### config.mk
export PLATFORM = sky130hd
export DESIGN_NAME = scc_sync
export DESIGN_NICKNAME = d
export VERILOG_FILES = /design/src/scc_sync.v
export SDC_FILE = /design/constraint.sdc
export NUM_CORES = 1
export LEC_CHECK = 0
export ABC_CLOCK_PERIOD_IN_PS = 1100
export CAP_MARGIN = 20
export CORE_AREA = 2 2 39 41
export DETAILED_ROUTE_END_ITERATION = 12
export DIE_AREA = 0 0 41 43
export DONT_BUFFER_PORTS = 1
export PLACE_DENSITY = 0.46
export SLEW_MARGIN = 20
export SYNTH_ARGS = -nofsm -noshare
export SYNTH_HDL_FRONTEND = slang
export SYNTH_SLANG_ARGS = --single-unit
export TNS_END_PERCENT = 30
### constraint.sdc
create_clock -name sys_clk_in -period 1.1 [get_ports sys_clk_in]
set_input_delay 0.11 -clock sys_clk_in [delete_from_list [all_inputs] [get_ports sys_clk_in]]
set_output_delay 0.11 -clock sys_clk_in [all_outputs]
set_load 0.005 [all_outputs]
### src/scc_sync.v
// Purpose: Two flip-flop synchroniser for a group of pin inputs
// Assumes: Each bit is an independent level
// Notes: Only the second stage may be read by other logic
module scc_sync #(
    parameter WIDTH = 6,
    parameter [WIDTH-1:0] RST_VAL = {WIDTH{1'b0}}
) (
    input wire sys_clk_in,
    input wire rst_in,
    input wire [WIDTH-1:0] async_in,
    output reg [WIDTH-1:0] sync_out
);

reg [WIDTH-1:0] meta;

// First stage feeds the second stage only; reset to idle pin levels
always @(posedge sys_clk_in)
begin
    if (rst_in)
    begin
        meta <= RST_VAL;
        sync_out <= RST_VAL;
    end
    else
    begin
        meta <= async_in;
        sync_out <= meta;
    end
end

endmodule // scc_sync

Word level (Yosys, flattened, before mapping):

Index checks and enable logic that the tools add are counted.

* add/subtract/negate cells: 0
* multipliers: 0
* divide/modulo/power cells: 0
* $lt $le $gt $ge: 0
* equality and inequality tests: 0
* shifts and indexed selects: 0
* multiplexer cells: 0
* bitwise operators: 0
* reductions and logical operators: 0

* register bits after elaboration: 12
* bits in latches: 0
* memory bits (writable): 0
* memory bits (read-only): 0
* input bits: 8
* output and inout bits: 6
* word-level logic and storage cells: 2
* memories: 0

Logic depth before layout (Yosys ltp):

* depth after elaboration: 0
* mapped depth: 2
* gate-level depth less buffers: 1

Least setup slack after synthesis:

Ideal clock, no wire load.

* path type: flip-flop to flip-flop
* start: reg meta[3]
* end: reg sync_out[3]
* library setup time: 0.116 ns
* arrival time: 0.437 ns
* required time: 0.984 ns
* path slack: 0.548 ns
* cell stages (with the launch flop): 2
* buffers on the path: 0
* period minus slack after synthesis: 0.552 ns
* cell sequence: dfxtp_1 and2b_2

RTL lines
* start, declared: line 14 `reg [WIDTH-1:0] meta;`
* start signal, assigned: line 26 `meta <= async_in;`
* end signal, assigned: line 27 `sync_out <= meta;`
* end, declared: line 11 `output reg [WIDTH-1:0] sync_out`

No word-level cell between the ends.

Worst setup path after layout:

* start: in rst_in
* end: reg meta[2]

RTL lines
* start, declared: line 9 `input wire rst_in,`

No word-level cell between the ends.

==> key figures <==
Run status
  • Status: completed

Final layout
  • Antenna diode count: 0
  • Share of cells above drive strength 1: between 40% and 50%
  • Fin util: a little over a third
  • Nets: 44
  • Area grow syn2layout: 31.40%
  • Commonest non-fill, non-tap cell in the layout: dfxtp_1
  • Most frequent cells in the layout: dfxtp_1 (12), nor2b_2 (8), dlygate4sd3_1 (7), clkbuf_4 (3)

STA
  • Min cycle time layout: approximately 0.99 ns
  • TNS Setup: 0 ns
  • Max_slew headroom: 57.59%
  • Max Freq: just over 1000 MHz
  • Slew of the pin with the lowest slew margin: 0.6340 ns
  • Fin crit share: approximately 90%
  • RSZ-0062 raised after global routing: false
  • Endpoints failing setup: 0
  • Fin Clk Skew: between 0.0005 and 0.0006 ns
  • Min Hold Slack: 0.05202 ns
  • Final Max Tran Viols: 0
  • Final hold vios: 0

CTS
  • CTS Hold Bufs: 7
  • Sink Count: 12
  • Clk Latency, worst-skew pair: between 0.2 and 0.3 ns
  • CTS buffer count: 3
  • Clock Path Buffers: 2
  • Root Buffer: clkbuf_4
  • Clock transition at path regs: 0.07 ns
  • Max H-tree Level: 1
  • CTS tree: yes
  • Postcts setup bufs: 0
  • PostCTS Resize Cnt: 0

Power
  • Cell area power density: 1763 mW/mm2
  • Clk pwr share: about 40%
  • Seq pwr share: a little over half
  • Switching share of total power: 18.72%
  • Int Power: roughly 700 uW
  • Combinational Power Share: around 5.9%
  • Psw: 159.0 uW
  • Pwr Total: approximately 850 uW
  • Maximum vdd drop: between 0.9 and 1 mV
  • Standby leakage power: roughly 0.00019 uW

Synthesis
  • FF+latch count, synth: 12
  • Simple-Gate Fraction of Synth Area: approximately a third
  • Post-Synth Adder-Cell Area: 0%
  • Synth Area in Compound Gates: 0%
  • Number of synthesis warnings: 0
  • Top post-synthesis cells by area: dfxtp_1 (66%), nor2b_2 (19%), nor2b_4 (7.5%)
  • Synth Area in XOR/XNOR: 0%
  • Post-synth top area share: between 60% and 70%
  • Seq/Total Area, Yosys: approximately two thirds
  • Post-synthesis mux area share: 0%
  • Main combinational cell family by area after synthesis: simple AND/OR/NAND/NOR gates
  • Area leader, netlist: dfxtp_1
  • Yosys cell types: 5
  • Syn Area/Cell: around 15 um2
  • Synthesized area: 366.6 um2
  • Syn nets: 33
  • Synth Instances: 25

Routing
  • Post-route ant nets: 0
  • Drt first pass iters: 2
  • Vias per inst: between 3 and 4
  • DR iter-0 viols: 2
  • Final WL: between 400 and 500 um
  • Number of remaining DRC errors: 0
  • Drt wl/cell: 8.882 um
  • Vias: roughly 180

GRT
  • Largest net degree at the start of global routing: 11
  • Vias in the first global route: 190
  • Grt total ovfl: 0
  • GRT Util Overall: approximately 8.0%
  • Initial antenna violation count: 0
  • First-pass GRT wire length: between 800 and 900 um

Setup path
  • Critical path class: input pin to flop
  • Critical Path AT: around 1.1 ns
  • CP max FO: 10
  • Bufs and invs on worst path: 1
  • Largest delay share family, worst path: buffers and inverters
  • CP required: 1.24 ns
  • Critical path launch point type: input pin
  • Crit-path cells: dlygate4sd3_1 > nor2b_2
  • Slowest stage cell, crit path: dlygate4sd3_1
  • Critical Path Max Stage Delay: 0.94 ns
  • Setup crit end kind: flop

Floorplan
  • Core area: between 0.001 and 0.0015 mm2
  • Io pins: 14
  • Cell row count: 14
  • Die height: around 43 um
  • Initial Util: between 20% and 30%
  • Die width: 41 um
  • Die Area: roughly 0.0018 mm2

Hold path
  • HP Class: input pin to flop

Run
  • Max-cap viol count: 0

Place
  • IO Port Bufs: 0
  • Routability cong.: 0.5907
==> path summary, 6_finish.rpt <==
path	startpoint	endpoint	slack, ns	cells after the start
worst max-delay path	rst_in	meta[2]	0.11	2
worst min-delay path	rst_in	sync_out[3]	0.05	1
worst max register to register	meta[3]	sync_out[3]	0.53	1
worst min register to register	meta[4]	sync_out[4]	0.44	1
==> layout make-up <==
class	instances	area, um2
clock buffer	4	36.28
tap	16	20.02
fill	140	902.1
timing repair buffer	7	70.07
sequential	12	240.2
multi-input combinational	12	115.1
==> layer usage <==
metal	share of wire, %	up-vias	track usage, %	wire length, um
li1	-	94	-	-
met1	42	80	7.792	190
met2	48	8	9.375	218
met3	9.7	0	8.377	44
met4	0	0	6.000	0
met5	0	-	0	0
==> cell usage after synthesis <==
| cell type | number |
|---|---|
| and2b_2 | 2 |
| buf_6 | 1 |
| dfxtp_1 | 12 |
| nor2b_2 | 8 |
| nor2b_4 | 2 |
==> power by group through the flow <==
stage	clock network [uW]	registers (uW)	logic [uW]
5_1_grt	387	464	55.7
4_1_cts	357	461	51.7
3_3_place_gp	0	471	22.5
6_report	338	461	50.5
2_1_floorplan	0	470	32.9
3_5_place_dp	0	472	23.3
==> flip-flops by register name, indices dropped and copies added, names as in the netlist <==
name      cells
meta          6
sync_out      6
==> logic make-up after synthesis <==
group         after synthesis
buf+inv                     1
simple gates               12
flops                      12
==> stage by stage <==
stage / area, um2 / worst slack (ns) / cells
after floorplan: 366.6 / 0.5476 / 25
after global placement: 375.4 / 0.5440 / 40
after detailed placement: 375.4 / 0.5382 / 40
after CTS: 481.7 / 0.1026 / 51
after global routing: 481.7 / 0.07178 / 51
final: 481.7 / 0.1064 / 51
Power figures use the tool's default switching activity.
